--- config.mk ---
export PLATFORM = sky130hd
export DESIGN_NAME = mces_top
export DESIGN_NICKNAME = d
export VERILOG_FILES = /design/src/hdl/mces_pkg.sv /design/src/hdl/mces_top.sv /design/src/hdl/mces_classify.sv /design/src/hdl/mces_bank.sv
export SDC_FILE = /design/constraint.sdc
export NUM_CORES = 2
export LEC_CHECK = 0
export BUFFER_PORTS_ARGS = -buffer_cell sky130_fd_sc_hd__buf_2
export CAP_MARGIN = 20
export CORE_ASPECT_RATIO = 0.9
export CORE_MARGIN = 3
export CORE_UTILIZATION = 36
export CTS_BUF_LIST = sky130_fd_sc_hd__clkbuf_16
export CTS_CLUSTER_DIAMETER = 60
export DETAILED_ROUTE_END_ITERATION = 6
export PLACE_DENSITY = 0.5
export SYNTH_ARGS = -nofsm -noshare
export SYNTH_HDL_FRONTEND = slang
export SYNTH_HIERARCHICAL = 1
export SYNTH_SLANG_ARGS = --single-unit
export TNS_END_PERCENT = 5
--- constraint.sdc ---
create_clock -name clk -period 24.7 [get_ports clk]
set_input_delay 2.47 -clock clk [delete_from_list [all_inputs] [get_ports clk]]
set_output_delay 2.47 -clock clk [all_outputs]
set_load 0.02 [all_outputs]
--- src/hdl/mces_pkg.sv ---
// package of constants and types for the machine-check error scope block
// What this block does
// - uncorrected error with exception enable on raises machine-check exception
// - deferred error or corrected-error threshold may raise an interrupt
// - context-corrupted error logs context_corrupt and uncorrected both 1: fatal
// - recoverable error logs context 0, thread 0, uncorrected 1
// - containable error logs context 0, thread 1, uncorrected 1
// - deferred latent error logs deferred 1, other three flags 0
// - self-corrected error logs all four classification flags 0
// - a self-corrected error never raises a machine-check exception
// - exception while check_in_progress is set enters shutdown
// - restart_ip_valid set only when restart at saved pointer is reliable
// - error_ip_valid set only when saved pointer relates to the error
// - a bank status with entry_valid clear holds no meaningful error
// - overflow set when logged error information was overwritten
// - uncorrected_flag set only when the logged error was not corrected
// - with recovery supported, thread flag follows thread context corruption
// - address_info_valid set only when address register belongs to error
// - software clears entry_valid after logging, freeing bank for next error
// - capability count field gives number of implemented banks
// - machine-check condition with exception enable clear enters shutdown
package mces_pkg;
	localparam int          NUM_BANKS   = 4;
	localparam int          BANK_BITS   = 2;
	// register byte offsets
	localparam logic [7:0]  OFF_GSTAT   = 8'h00;
	localparam logic [7:0]  OFF_GCAP    = 8'h04;
	localparam logic [7:0]  OFF_CTRL    = 8'h08;
	localparam logic [7:0]  OFF_THRESH  = 8'h0C;
	localparam logic [7:0]  OFF_BANK0   = 8'h10;
	localparam logic [7:0]  BANK_STRIDE = 8'h10;
	// bank word offsets inside a bank
	localparam logic [3:0]  BW_STATUS   = 4'h0;
	localparam logic [3:0]  BW_ADDR     = 4'h4;
	localparam logic [3:0]  BW_MISC     = 4'h8;
	localparam logic [3:0]  BW_COUNT    = 4'hC;
	// bank status bit positions
	localparam int          ST_VALID    = 31;
	localparam int          ST_OVER     = 30;
	localparam int          ST_UNCORR   = 29;
	localparam int          ST_MISC_INFO_VALID    = 27;
	localparam int          ST_ADDRESS_INFO_VALID    = 26;
	localparam int          ST_CTXC     = 25;
	localparam int          ST_THRC     = 24;
	localparam int          ST_DEFER    = 23;
	// global status bit positions
	localparam int          GS_RESTART  = 0;
	localparam int          GS_ERRIP    = 1;
	localparam int          GS_INPROG   = 2;
	// control bit positions
	localparam int          CT_EXCEN    = 0;
	localparam int          CT_DEFIEN   = 1;
	localparam int          CT_THRIEN   = 2;
	localparam int          CT_RECOV    = 3;
	localparam int          CT_OVRECOV  = 4;
	// reset values and AXI response codes
	localparam logic [31:0] CTRL_RST    = 32'h0000_0000;
	localparam logic [15:0] THRESH_RST  = 16'hFFFF;
	localparam logic [1:0]  RESP_OKAY   = 2'h0;
	localparam logic [1:0]  RESP_SLVERR = 2'h2;

	typedef enum logic [4:0] {
		SC_CORRECTED = 5'h01,
		SC_DEFERRED  = 5'h02,
		SC_RECOVER   = 5'h04,
		SC_CONTAIN   = 5'h08,
		SC_FATAL     = 5'h10
	} mces_scope_t;

	typedef enum logic [2:0] {
		CS_RUN      = 3'h1,
		CS_HANDLER  = 3'h2,
		CS_SHUTDOWN = 3'h4
	} mces_core_t;
endpackage

--- src/hdl/mces_top.sv ---
// machine-check scope top: error intake, exception control, AXI4-Lite registers
`timescale 1ns/1ns
module mces_top
	import mces_pkg::*;
(
	input  wire logic                 clk,
	input  wire logic                 rstn,
	// error sources
	input  wire logic                 errValid,
	input  wire logic [BANK_BITS-1:0] errBank,
	input  wire logic                 errCorrected,
	input  wire logic                 errDeferred,
	input  wire logic                 errCtxCorrupt,
	input  wire logic                 errThrCorrupt,
	input  wire logic                 errRestartOk,
	input  wire logic                 errIpRelated,
	input  wire logic                 errAddrValid,
	input  wire logic                 errMiscValid,
	input  wire logic [31:0]          errAddr,
	input  wire logic [31:0]          errMisc,
	// exception delivery
	output logic                      checkException,
	output logic                      shutdown,
	output logic                      deferredIrq,
	output logic                      thresholdIrq,
	output mces_scope_t               errScope,
	// AXI4-Lite slave
	input  wire logic [7:0]           s_axi_awaddr,
	input  wire logic                 s_axi_awvalid,
	output logic                      s_axi_awready,
	input  wire logic [31:0]          s_axi_wdata,
	input  wire logic [3:0]           s_axi_wstrb,
	input  wire logic                 s_axi_wvalid,
	output logic                      s_axi_wready,
	output logic [1:0]                s_axi_bresp,
	output logic                      s_axi_bvalid,
	input  wire logic                 s_axi_bready,
	input  wire logic [7:0]           s_axi_araddr,
	input  wire logic                 s_axi_arvalid,
	output logic                      s_axi_arready,
	output logic [31:0]               s_axi_rdata,
	output logic [1:0]                s_axi_rresp,
	output logic                      s_axi_rvalid,
	input  wire logic                 s_axi_rready
);
	// ----------------------------------------------------------------
	// reset release
	// ----------------------------------------------------------------
	logic        rstMeta;
	logic        rst;

	always_ff @(posedge clk or negedge rstn) begin
		if (!rstn) begin
			rstMeta <= 1'b0;
			rst     <= 1'b0;
		end else begin
			rstMeta <= 1'b1;
			rst     <= rstMeta;
		end
	end

	// ----------------------------------------------------------------
	// declarations
	// ----------------------------------------------------------------
	logic [31:0]          ctrl;
	logic [15:0]          threshold;
	logic                 restartValid;
	logic                 errIpValid;
	logic                 inProgress;
	mces_core_t           coreState;
	mces_core_t           next_coreState;
	logic [31:0]          classWord;
	mces_scope_t          classScope;
	logic [31:0]          bankStatus [NUM_BANKS];
	logic [31:0]          bankAddr   [NUM_BANKS];
	logic [31:0]          bankMisc   [NUM_BANKS];
	logic [15:0]          bankCount  [NUM_BANKS];
	logic                 raiseCheck;
	logic                 wrGo;
	logic [7:0]           wrAddrQ;
	logic [31:0]          wrDataQ;
	logic [3:0]           wrStrbQ;
	logic                 awHeld;
	logic                 wHeld;
	logic [31:0]          wrMerged;
	logic [31:0]          wrBase;
	logic                 wrHit;
	logic                 rdHit;
	logic [31:0]          rdWord;
	logic [BANK_BITS-1:0] wrBankSel;
	logic [BANK_BITS-1:0] rdBankSel;
	logic                 wrInBank;
	logic                 rdInBank;

	// ----------------------------------------------------------------
	// classification and banks
	// ----------------------------------------------------------------
	mces_classify u_classify (
		.corrected  (errCorrected),
		.deferred   (errDeferred),
		.ctxCorrupt (errCtxCorrupt),
		.thrCorrupt (errThrCorrupt),
		.recovery   (ctrl[CT_RECOV]),
		.addrValid  (errAddrValid),
		.miscValid  (errMiscValid),
		.overwrite  (bankStatus[errBank][ST_VALID]),
		.statusWord (classWord),
		.scope      (classScope)
	);

	assign wrInBank  = wrAddrQ >= OFF_BANK0;
	assign rdInBank  = s_axi_araddr >= OFF_BANK0;
	assign wrBankSel = BANK_BITS'((wrAddrQ - OFF_BANK0) >> 4);
	assign rdBankSel = BANK_BITS'((s_axi_araddr - OFF_BANK0) >> 4);

	genvar gi;
	generate
		for (gi = 0; gi < NUM_BANKS; gi++) begin : g_bank
			logic sel;
			assign sel = wrGo && wrHit && wrInBank && wrBankSel == BANK_BITS'(gi);
			mces_bank u_bank (
				.clk       (clk),
				.rst       (rst),
				.logEn     (errValid && errBank == BANK_BITS'(gi)),
				.logStatus (classWord),
				.logAddr   (errAddr),
				.logMisc   (errMisc),
				.wrStatus  (sel && wrAddrQ[3:0] == BW_STATUS),
				.wrAddr    (sel && wrAddrQ[3:0] == BW_ADDR),
				.wrMisc    (sel && wrAddrQ[3:0] == BW_MISC),
				.wrCount   (sel && wrAddrQ[3:0] == BW_COUNT),
				.wrData    (wrMerged),
				.status    (bankStatus[gi]),
				.addr      (bankAddr[gi]),
				.misc      (bankMisc[gi]),
				.count     (bankCount[gi])
			);
		end
	endgenerate

	// ----------------------------------------------------------------
	// exception decision
	// ----------------------------------------------------------------
	// corrected and deferred errors never trap
	assign raiseCheck = errValid && classWord[ST_UNCORR];

	always_comb begin
		next_coreState = coreState;
		case (coreState)
			CS_RUN, CS_HANDLER: begin
				if (raiseCheck && (!ctrl[CT_EXCEN] || inProgress))
					next_coreState = CS_SHUTDOWN;
				else if (raiseCheck)
					next_coreState = CS_HANDLER;
				else if (coreState == CS_HANDLER && !inProgress)
					next_coreState = CS_RUN;
			end
			CS_SHUTDOWN: next_coreState = CS_SHUTDOWN;  // only reset leaves
			default:     next_coreState = CS_SHUTDOWN;
		endcase
	end

	always_ff @(posedge clk or negedge rst) begin
		if (!rst)
			coreState <= CS_RUN;
		else
			coreState <= next_coreState;
	end

	always_ff @(posedge clk or negedge rst) begin
		if (!rst) begin
			checkException <= 1'b0;
			shutdown       <= 1'b0;
			deferredIrq    <= 1'b0;
			thresholdIrq   <= 1'b0;
			errScope       <= SC_CORRECTED;
		end else begin
			checkException <= coreState != CS_SHUTDOWN && raiseCheck
				&& ctrl[CT_EXCEN] && !inProgress;
			shutdown       <= next_coreState == CS_SHUTDOWN;
			deferredIrq    <= errValid && classWord[ST_DEFER] && ctrl[CT_DEFIEN];
			thresholdIrq   <= errValid && !classWord[ST_UNCORR] && !classWord[ST_DEFER]
				&& ctrl[CT_THRIEN] && bankCount[errBank] + 16'h0001 == threshold;
			if (errValid)
				errScope <= classScope;
		end
	end

	// global status: hardware set wins over software clear
	always_ff @(posedge clk or negedge rst) begin
		if (!rst) begin
			restartValid <= 1'b0;
			errIpValid   <= 1'b0;
			inProgress   <= 1'b0;
		end else if (raiseCheck && ctrl[CT_EXCEN] && !inProgress) begin
			restartValid <= errRestartOk && !errCtxCorrupt;
			errIpValid   <= errIpRelated;
			inProgress   <= 1'b1;
		end else if (wrGo && wrAddrQ == OFF_GSTAT) begin
			restartValid <= wrMerged[GS_RESTART];
			errIpValid   <= wrMerged[GS_ERRIP];
			inProgress   <= wrMerged[GS_INPROG];
		end
	end

	// ----------------------------------------------------------------
	// AXI4-Lite write
	// ----------------------------------------------------------------
	assign s_axi_awready = !awHeld && !s_axi_bvalid;
	assign s_axi_wready  = !wHeld && !s_axi_bvalid;
	assign wrGo          = awHeld && wHeld;
	assign wrHit         = wrAddrQ[1:0] == 2'h0 && (wrAddrQ < OFF_BANK0
		|| (wrAddrQ - OFF_BANK0) < 8'(NUM_BANKS * 16));

	always_comb begin
		wrBase   = 32'h0000_0000;
		wrMerged = 32'h0000_0000;
		if (wrAddrQ == OFF_GSTAT)
			wrBase = {29'h0000_0000, inProgress, errIpValid, restartValid};
		else if (wrAddrQ == OFF_CTRL)
			wrBase = ctrl;
		else if (wrAddrQ == OFF_THRESH)
			wrBase = {16'h0000, threshold};
		else if (wrInBank) begin
			case (wrAddrQ[3:0])
				BW_STATUS: wrBase = bankStatus[wrBankSel];
				BW_ADDR:   wrBase = bankAddr[wrBankSel];
				BW_MISC:   wrBase = bankMisc[wrBankSel];
				BW_COUNT:  wrBase = {16'h0000, bankCount[wrBankSel]};
				default:   wrBase = 32'h0000_0000;
			endcase
		end
		// lanes without a strobe keep the register's current bytes
		for (int b = 0; b < 4; b++)
			wrMerged[b*8 +: 8] = wrStrbQ[b] ? wrDataQ[b*8 +: 8] : wrBase[b*8 +: 8];
	end

	always_ff @(posedge clk or negedge rst) begin
		if (!rst) begin
			awHeld  <= 1'b0;
			wHeld   <= 1'b0;
			wrAddrQ <= 8'h00;
			wrDataQ <= 32'h0000_0000;
			wrStrbQ <= 4'h0;
		end else if (wrGo) begin
			awHeld <= 1'b0;
			wHeld  <= 1'b0;
		end else begin
			if (s_axi_awvalid && s_axi_awready) begin
				awHeld  <= 1'b1;
				wrAddrQ <= s_axi_awaddr;
			end
			if (s_axi_wvalid && s_axi_wready) begin
				wHeld   <= 1'b1;
				wrDataQ <= s_axi_wdata;
				wrStrbQ <= s_axi_wstrb;
			end
		end
	end

	always_ff @(posedge clk or negedge rst) begin
		if (!rst) begin
			ctrl      <= CTRL_RST;
			threshold <= THRESH_RST;
		end else if (wrGo && wrAddrQ == OFF_CTRL) begin
			ctrl <= {27'h0000_0000, wrMerged[4:0]};
		end else if (wrGo && wrAddrQ == OFF_THRESH) begin
			threshold <= wrMerged[15:0];
		end
	end

	always_ff @(posedge clk or negedge rst) begin
		if (!rst) begin
			s_axi_bvalid <= 1'b0;
			s_axi_bresp  <= RESP_OKAY;
		end else if (wrGo) begin
			s_axi_bvalid <= 1'b1;
			s_axi_bresp  <= wrHit ? RESP_OKAY : RESP_SLVERR;
		end else if (s_axi_bready) begin
			s_axi_bvalid <= 1'b0;
		end
	end

	// ----------------------------------------------------------------
	// AXI4-Lite read
	// ----------------------------------------------------------------
	assign s_axi_arready = !s_axi_rvalid;
	assign rdHit = s_axi_araddr[1:0] == 2'h0 && (s_axi_araddr < OFF_BANK0
		|| (s_axi_araddr - OFF_BANK0) < 8'(NUM_BANKS * 16));

	always_comb begin
		rdWord = 32'h0000_0000;
		if (s_axi_araddr == OFF_GSTAT)
			rdWord = {29'h0000_0000, inProgress, errIpValid, restartValid};
		else if (s_axi_araddr == OFF_GCAP)
			rdWord = 32'(NUM_BANKS);
		else if (s_axi_araddr == OFF_CTRL)
			rdWord = ctrl;
		else if (s_axi_araddr == OFF_THRESH)
			rdWord = {16'h0000, threshold};
		else if (rdInBank && rdHit) begin
			case (s_axi_araddr[3:0])
				BW_STATUS: rdWord = bankStatus[rdBankSel];
				BW_ADDR:   rdWord = bankAddr[rdBankSel];
				BW_MISC:   rdWord = bankMisc[rdBankSel];
				BW_COUNT:  rdWord = {16'h0000, bankCount[rdBankSel]};
				default:   rdWord = 32'h0000_0000;
			endcase
		end
	end

	always_ff @(posedge clk or negedge rst) begin
		if (!rst) begin
			s_axi_rvalid <= 1'b0;
			s_axi_rdata  <= 32'h0000_0000;
			s_axi_rresp  <= RESP_OKAY;
		end else if (s_axi_arvalid && s_axi_arready) begin
			s_axi_rvalid <= 1'b1;
			s_axi_rdata  <= rdHit ? rdWord : 32'h0000_0000;
			s_axi_rresp  <= rdHit ? RESP_OKAY : RESP_SLVERR;
		end else if (s_axi_rready) begin
			s_axi_rvalid <= 1'b0;
		end
	end

	// ----------------------------------------------------------------
	// checks
	// ----------------------------------------------------------------
	chk_exc_on_uncorr: assert property (@(posedge clk) disable iff (!rst)
		raiseCheck && ctrl[CT_EXCEN] && !inProgress && coreState != CS_SHUTDOWN
		|=> checkException) else $error("uncorrected error did not trap");
	chk_no_exc_corr: assert property (@(posedge clk) disable iff (!rst)
		errValid && errCorrected |=> !checkException)
		else $error("corrected error trapped");
	chk_nested_shut: assert property (@(posedge clk) disable iff (!rst)
		raiseCheck && inProgress |=> shutdown [*3])
		else $error("nested check did not shut down");
	chk_disabled_shut: assert property (@(posedge clk) disable iff (!rst)
		raiseCheck && !ctrl[CT_EXCEN] |=> shutdown)
		else $error("check with enable clear did not shut down");
	chk_fatal_flags: assert property (@(posedge clk) disable iff (!rst)
		errValid && !errCorrected && !errDeferred && errCtxCorrupt
		|-> classWord[ST_CTXC] && classWord[ST_UNCORR])
		else $error("fatal flags wrong");
	chk_corr_flags: assert property (@(posedge clk) disable iff (!rst)
		errValid && errCorrected |-> classWord[ST_THRC +: 2] == 2'h0
		&& !classWord[ST_UNCORR] && !classWord[ST_DEFER])
		else $error("corrected flags wrong");
	chk_inprog_set: assert property (@(posedge clk) disable iff (!rst)
		checkException |-> inProgress && $past(errValid))
		else $error("in-progress not set with exception");
	chk_defer_irq: assert property (@(posedge clk) disable iff (!rst)
		errValid && errDeferred && !errCorrected && !errCtxCorrupt && ctrl[CT_DEFIEN]
		|=> deferredIrq) else $error("deferred interrupt missing");
endmodule

--- src/hdl/mces_classify.sv ---
// error classifier: source report to bank status flag word
`timescale 1ns/1ns
module mces_classify
	import mces_pkg::*;
(
	input  wire logic        corrected,
	input  wire logic        deferred,
	input  wire logic        ctxCorrupt,
	input  wire logic        thrCorrupt,
	input  wire logic        recovery,
	input  wire logic        addrValid,
	input  wire logic        miscValid,
	input  wire logic        overwrite,
	output logic [31:0]      statusWord,
	output mces_scope_t      scope
);
	logic uncorr;
	logic thr;
	logic def;

	always_comb begin
		uncorr = !corrected && !deferred;
		thr    = uncorr && !ctxCorrupt && recovery && thrCorrupt;
		def    = deferred && !corrected;
		statusWord = 32'h0000_0000;
		// all flags built together so one write lands them at once
		statusWord[ST_VALID]  = 1'b1;
		statusWord[ST_OVER]   = overwrite;
		statusWord[ST_UNCORR] = uncorr;
		statusWord[ST_CTXC]   = uncorr && ctxCorrupt;
		statusWord[ST_THRC]   = thr;
		statusWord[ST_DEFER]  = def && !ctxCorrupt;
		statusWord[ST_ADDRESS_INFO_VALID]  = addrValid;
		statusWord[ST_MISC_INFO_VALID]  = miscValid;
		if (uncorr && ctxCorrupt)
			scope = SC_FATAL;
		else if (uncorr && thr)
			scope = SC_CONTAIN;
		else if (uncorr)
			scope = SC_RECOVER;
		else if (statusWord[ST_DEFER])
			scope = SC_DEFERRED;
		else
			scope = SC_CORRECTED;
	end
endmodule

--- src/hdl/mces_bank.sv ---
// one error-reporting bank: status, address, misc and corrected count
`timescale 1ns/1ns
module mces_bank
	import mces_pkg::*;
(
	input  wire logic        clk,
	input  wire logic        rst,
	input  wire logic        logEn,
	input  wire logic [31:0] logStatus,
	input  wire logic [31:0] logAddr,
	input  wire logic [31:0] logMisc,
	input  wire logic        wrStatus,
	input  wire logic        wrAddr,
	input  wire logic        wrMisc,
	input  wire logic        wrCount,
	input  wire logic [31:0] wrData,
	output logic [31:0]      status,
	output logic [31:0]      addr,
	output logic [31:0]      misc,
	output logic [15:0]      count
);
	logic isCorrected;

	assign isCorrected = logEn && !logStatus[ST_UNCORR] && !logStatus[ST_DEFER];

	// a new log wins over a software clear in the same cycle
	always_ff @(posedge clk or negedge rst) begin
		if (!rst) begin
			status <= 32'h0000_0000;
		end else if (logEn) begin
			status <= logStatus | {1'b0, status[ST_VALID], 30'h0000_0000};
		end else if (wrStatus) begin
			status <= wrData;
		end
	end

	always_ff @(posedge clk or negedge rst) begin
		if (!rst) begin
			addr <= 32'h0000_0000;
			misc <= 32'h0000_0000;
		end else begin
			if (logEn)
				addr <= logAddr;
			else if (wrAddr)
				addr <= wrData;
			if (logEn)
				misc <= logMisc;
			else if (wrMisc)
				misc <= wrData;
		end
	end

	// saturating corrected-error counter, no rollover
	always_ff @(posedge clk or negedge rst) begin
		if (!rst) begin
			count <= 16'h0000;
		end else if (isCorrected && count != 16'hFFFF) begin
			count <= count + 16'h0001;
		end else if (wrCount && !isCorrected) begin
			count <= wrData[15:0];
		end
	end
endmodule

# Yosys cells after proc, flatten, opt, wreduce, memory -nomap -nowiden
# Cells that the tools add are included.
[word_totals]
register_bits = 570
ram_bits = 0
elab_cells = 320
memories = 0
input_bits = 134
mem_bits_ro = 0
latchBits = 0
[classes]
n_eq_ne = 26
reduce_logical = 128
bitwise_logic = 9
div = 0
mux = 102
n_addsub = 7
shift = 0
order_cmp = 9
n_mul = 0
[op_table]
columns = ["operator", "count"]
rows = [
  ["32-bit 2-to-1 mux", 48],
  ["32-bit binary-select mux with 2-bit select", 7],
  ["32-bit one-hot mux with 4 select lines", 2],
  ["16-bit 2-to-1 mux", 14],
  ["32-bit by 31-bit bitwise OR with 32-bit output", 4],
  ["16-bit binary-select mux with 2-bit select", 3],
  ["16-bit by 1-bit adder with 16-bit output (second input constant)", 5],
  ["1-bit logical AND", 77],
  ["16-bit != test (second input constant)", 4],
  ["2-bit nonzero test", 21],
  ["8-bit by 4-bit equality test with 1-bit output (second input constant)", 4],
  ["8-bit 2-to-1 mux", 4],
  ["16-bit equality test", 1],
  ["4-bit equality test (second input constant)", 4],
  ["8-bit by 5-bit greater-or-equal comparator with 1-bit output (second input constant)", 2],
  ["8-bit logical NOT", 2],
  ["8-bit by 5-bit less-than comparator with 1-bit output (second input constant)", 2],
  ["8-bit by 7-bit less-than comparator with 1-bit output (second input constant)", 2],
  ["8-bit by 5-bit subtractor with 8-bit output (second input constant)", 2],
  ["1-bit logical NOT", 15],
  ["5-bit 2-to-1 mux", 3],
  ["1-bit 2-to-1 mux", 14],
  ["3-bit 2-to-1 mux", 4],
  ["3-bit greater-or-equal comparator (second input constant)", 3],
  ["other kinds (16)", 34],
]

# Depth between registers and ports, before layout
[logic_depth]
word_depth = 13
depth_mapped = 18
depth_no_buf = 12

# By module
# The synthesis kept the hierarchy.
[by_module_without_submodules]
columns = ["mod", "area_each_um2", "n_inst", "cells_per_inst"]
rows = [
  ["mces_bank", 5373.9, 4, 537],
  ["mces_top", 13454.2, 1, 1130],
  ["mces_classify", 312.8, 1, 41],
]

# Worst setup path before layout
# Ideal clock, no wire load.
[synth_timing]
path_type = "in2reg"
startpoint = "input port s_axi_araddr[4]"
endpoint = "register s_axi_rdata[17]"
t_arrival_ns = 5.591
slack_ns = 18.980
setup_ns = 0.129
path_stages = 12
required_ns = 24.571
cell_sequence = "buf_2 -> clkbuf_1 -> buf_2 -> buf_2 -> inv_1 -> ha_1 -> buf_1 -> clkbuf_1 -> clkbuf_1 -> mux4_2 -> a21oi_1 -> o21ai_0"
[synth_between]
elab_chain_len = 12
[synth_rtl]
columns = ["item", "line_no", "source"]
rows = [
  ["start: declaration", "mces_top.sv:38", "input wire logic [7:0] s_axi_araddr,"],
  ["branches (longest 11 deep; another with 8-bit by 5-bit subtractor with 8-bit output)", "--", ""],
  ["32-bit 2-to-1 mux (*)", "mces_top.sv:319", "s_axi_rdata <= rdHit ? rdWord : 32'h0000_0000;"],
  ["end signal: assignment", "mces_top.sv:319", ""],
  ["end: declaration", "mces_top.sv:41", "output logic [31:0] s_axi_rdata,"],
]
# Every way passes the cells marked *. The select of a mux whose other input is x is not followed.
# A chain may end at the register's enable or synchronous reset.

# Worst setup path in the final report
[layout_timing]
startpoint = "register wrAddrQ[4]"
endpoint = "register g_bank[1].u_bank.status[10]"
[layout_between]
elab_chain_len = 13
[layout_rtl]
columns = ["item", "line_no", "source"]
rows = [
  ["start: declaration", "mces_top.sv:80", "logic [7:0] wrAddrQ;"],
  ["start signal: assignment", "mces_top.sv:251", "wrAddrQ <= s_axi_awaddr;"],
  ["8-bit by 5-bit subtractor with 8-bit output", "mces_top.sv:213", "|| (wrAddrQ - OFF_BANK0) < 8'(NUM_BANKS * 16));"],
  ["2-bit inverter with 3-bit output (not written as such)", "--", ""],
  ["16-bit binary-select mux with 2-bit select, or another cell as far along", "mces_top.sv:229", "BW_COUNT: wrBase = {16'h0000, bankCount[wrBankSel]};"],
  ["16-bit 2-to-1 mux (not written as such), or another cell as far along (2 in series)", "mces_top.sv:229", ""],
  ["32-bit one-hot mux with 4 select lines", "mces_top.sv:225", "case (wrAddrQ[3:0])"],
  ["32-bit 2-to-1 mux", "mces_top.sv:224", "else if (wrInBank) begin"],
  ["32-bit 2-to-1 mux", "mces_top.sv:222", "else if (wrAddrQ == OFF_THRESH)"],
  ["32-bit 2-to-1 mux", "mces_top.sv:220", "else if (wrAddrQ == OFF_CTRL)"],
  ["32-bit 2-to-1 mux (*)", "mces_top.sv:218", "if (wrAddrQ == OFF_GSTAT)"],
  ["8-bit 2-to-1 mux (*)", "mces_top.sv:235", "wrMerged[b*8 +: 8] = wrStrbQ[b] ? wrDataQ[b*8 +: 8] : wrBase[b*8 +: 8];"],
  ["via wrMerged[10]", "mces_top.sv:85", "logic [31:0] wrMerged;"],
  ["32-bit 2-to-1 mux (*)", "mces_bank.sv:32", "end else if (wrStatus) begin"],
  ["32-bit 2-to-1 mux (*)", "mces_bank.sv:30", "end else if (logEn) begin"],
  ["end signal: assignment", "mces_bank.sv:31", "status <= logStatus | {1'b0, status[ST_VALID], 30'h0000_0000};"],
  ["end signal: assignment", "mces_bank.sv:33", "status <= wrData;"],
  ["end: declaration", "mces_bank.sv:17", "output logic [31:0] status,"],
]
# Mark *: on every way through the listed nets, which the timed path passes. The rest lies on a longest branch. The select of a mux whose other input is x is not followed.

==> metrics.cfg <==
[outcome]
outcome=finished with violations
violations=design-rule violations

[logic_synthesis]
synth-xor-area-share=0.005216
async_flop_share=1.000
avgSynthCellArea_um2=10.62
synth_mux_area_frac=0.2983
synth-seq-cells=568
synth_flop_cell=dfrtp_1
yosys.cell_types.count=78
synth_compound_area_frac=0.1420
synth_enable_flop_cells=0
syn_inst=3319
yosys.area_share.adder=0.004613
synth_top_family_by_area=multiplexers
synthesis.area_um2=35260
yosysWarnings=6
yosys.area_share.simple=0.1012
ys_seq_area_frac=0.4037

[routing]
drt_iter0_markers=3298
dr.pass1.iters=7
top_layer_used=met5
wl_met3_um=12860
wl_met2_um=56270
ant_nets=0
wl_met1_um=61990
wl_um=134600
wl_per_cell_um=28.51
routed_via_density=6.078
drc=3
vias=28690

[cts]
cts_tree=built
htreeDepth=3
cts.sinks=568
cts-root-buf=clkbuf_16
clk_latency_ns=0.65
cts_buffer_depth=3
cts.hold.buffers_added=0
cts_made_buffers=77
post_cts_resize_count=0
clkTransAtPathRegs_ns=0.06
cts_setup_buffers=0

[worst_setup_path]
critical_path_class=reg2reg
cp.required_ns=25.16
reg2reg_slack_ns=18.76
rr_endpoint=g_bank[1].u_bank/status[10]
r2r-start=wrAddrQ[4]
arrival_ns=6.40
reg2regPathDepth=10
cp_max_fo=61
critPathLaunchType=flop
critPathCaptureType=flop

[sta]
drv_slew=0
fmax_mhz=168.2
post-route-period-util=0.2406
holdWs_ns=0.2993
rsz0062_at_grt=no
post-route-min-period_ns=5.944
fin_tns_setup_ns=0
slew_headroom=0.2208
skew_ns=0.03345
hold_viol_final=0
setup_violations=0
worst_pin_slew_ns=1.169

[floorplan]
dieArea_um2=101700
dieWidth_um=335.9
io_pins=184
coreArea_um2=96750
initial_core_util=0.3645
die_y_um=302.9
fp-row-count=108

[final_layout]
fillCellCount=9389
syn2layout_area_growth_pct=12.65
final_net_count=3522
drive_above_1_share=0.2111

[power_and_ir_drop]
combPwrFrac=0.360
finalPower_uw=3771
p_leak_uw=0.01500
p_sw_uw=1468
p_int_uw=2303
power.share.sequential=0.354
ir_worst_vdd_mv=0.07154
clockPowerShare=0.286
swShare=0.3893
power.density_nw_per_um2=94.93

[global_routing]
grt_pass1_wl_um=199300
grt_max_degree=180
antenna_found_initial=18
grt_pass1_vias=27480
grtUsageTotal=0.2634
grt_overflow=0

[flow_run]
maxCapViolCount=0

[placed_design]
dp_hpwl_um=84850
place.gp.congestion=0.9784
place.port_buffers=181

[worst_hold_path]
min_path_type=reg2async

-- worst max-delay path, stage by stage (launching register included) --
cell,delay [ns]
dfrtp_4,1.04
inv_1,0.29
ha_4,0.97
buf_4,0.94
mux4_2,0.43
a22oi_1,0.36
nand2_1,0.21
a22o_1,0.32
a22o_1,0.61
mux2i_1,0.32
o21ai_0,0.10
-- cells by family after synthesis --
kind of cell               count (synthesis)
AOI/OAI and AO/OA                        812
xor gates and xnor gates                  21
adders and majority gates                 13
buffers and inverters                    359
DFF                                      568
muxes                                    753
other                                      4
and+or+nand+nor                          789
-- state kept, by name, indices dropped and copies added (netlist names), 5 cells and up --
register	flops
errScope	5
ctrl	5
g_bank.u_bank/misc	128
g_bank.u_bank/status	128
wrDataQ	32
threshold	16
wrAddrQ	8
g_bank.u_bank/addr	128
s_axi_rdata	32
g_bank.u_bank/count	64
-- worst max-delay path by stage --
stage	cells past startpoint	to	startpoint	slack, ns
after global placement	10	s_axi_rdata[0]	s_axi_araddr[4]	18.13
after detailed placement	10	s_axi_rdata[0]	s_axi_araddr[4]	18.11
final	10	g_bank[1].u_bank/status[10]	wrAddrQ[4]	18.76
after CTS	10	s_axi_rdata[0]	s_axi_araddr[4]	18.75
after floorplan	0	awHeld	rst	7.73
after global routing	10	g_bank[1].u_bank/misc[4]	wrAddrQ[4]	18.50
-- power by group through the flow --
stage               clock network [uW]  logic [uW]  registers [uW]
global placement                     0        1330            1340
floorplan                            0         947            1240
detailed placement                   0        1340            1340
finish                            1080        1360            1330
CTS                               1100        1340            1330
global route                      1140        1440            1360
-- stage by stage --
step / setup WS (ns) / area [um2] / util / instances
final: 18.76 / 39720 / 0.4106 / 4720
after global routing: 18.50 / 39690 / 0.4102 / 4705
after CTS: 18.75 / 39650 / 0.4098 / 4701
after detailed placement: 18.11 / 37250 / 0.3850 / 4558
after global placement: 18.13 / 37250 / 0.3850 / 4558
after floorplan: 7.728 / 35350 / - / 3343
-- placed cells by master (no fill, tap or decap), drive strengths merged, types with 40 or more instances in the layout --
cell and n:
mux4 229, dfrtp 550, mux2i 452, o21ai 463
a21oi 40, nand2 486, inv 84, buf 251
a22o 53, clkbuf 79, nor2 103, a22oi 66
mux2 72
-- cell type report --
type                       count  area [um2]  share of cell area
antenna                       16       40.04            0.001008
tap                         1265        1583             0.03985
timing repair buffer         251        1486             0.03742
multi-input combinational   2416       19730              0.4968
clock inverter                64       429.2             0.01080
clock buffer                  79        1977             0.04977
inverter                      61       229.0            0.005764
sequential                   568       14240              0.3586
-- routing by layer --
layer,global-route usage,vias up
li1,-,12520
met1,0.3988,14670
met2,0.3735,1288
met3,0.06419,203
met4,0.06898,4
met5,0,-
-- cell usage after synthesis (40+ instances only) --
cell	number	area, um2
clkbuf_1	183	686.9
mux2i_1	452	4524
mux4_2	222	5000
dfrtp_1	550	13760
a21oi_1	40	200.2
a22o_1	53	464.2
nor2_1	101	379.1
o21ai_0	437	2187
a22oi_1	66	495.5
inv_1	61	229.0
mux2_2	72	810.8
nand2_1	486	1824
(Power assumes the default switching activity.)
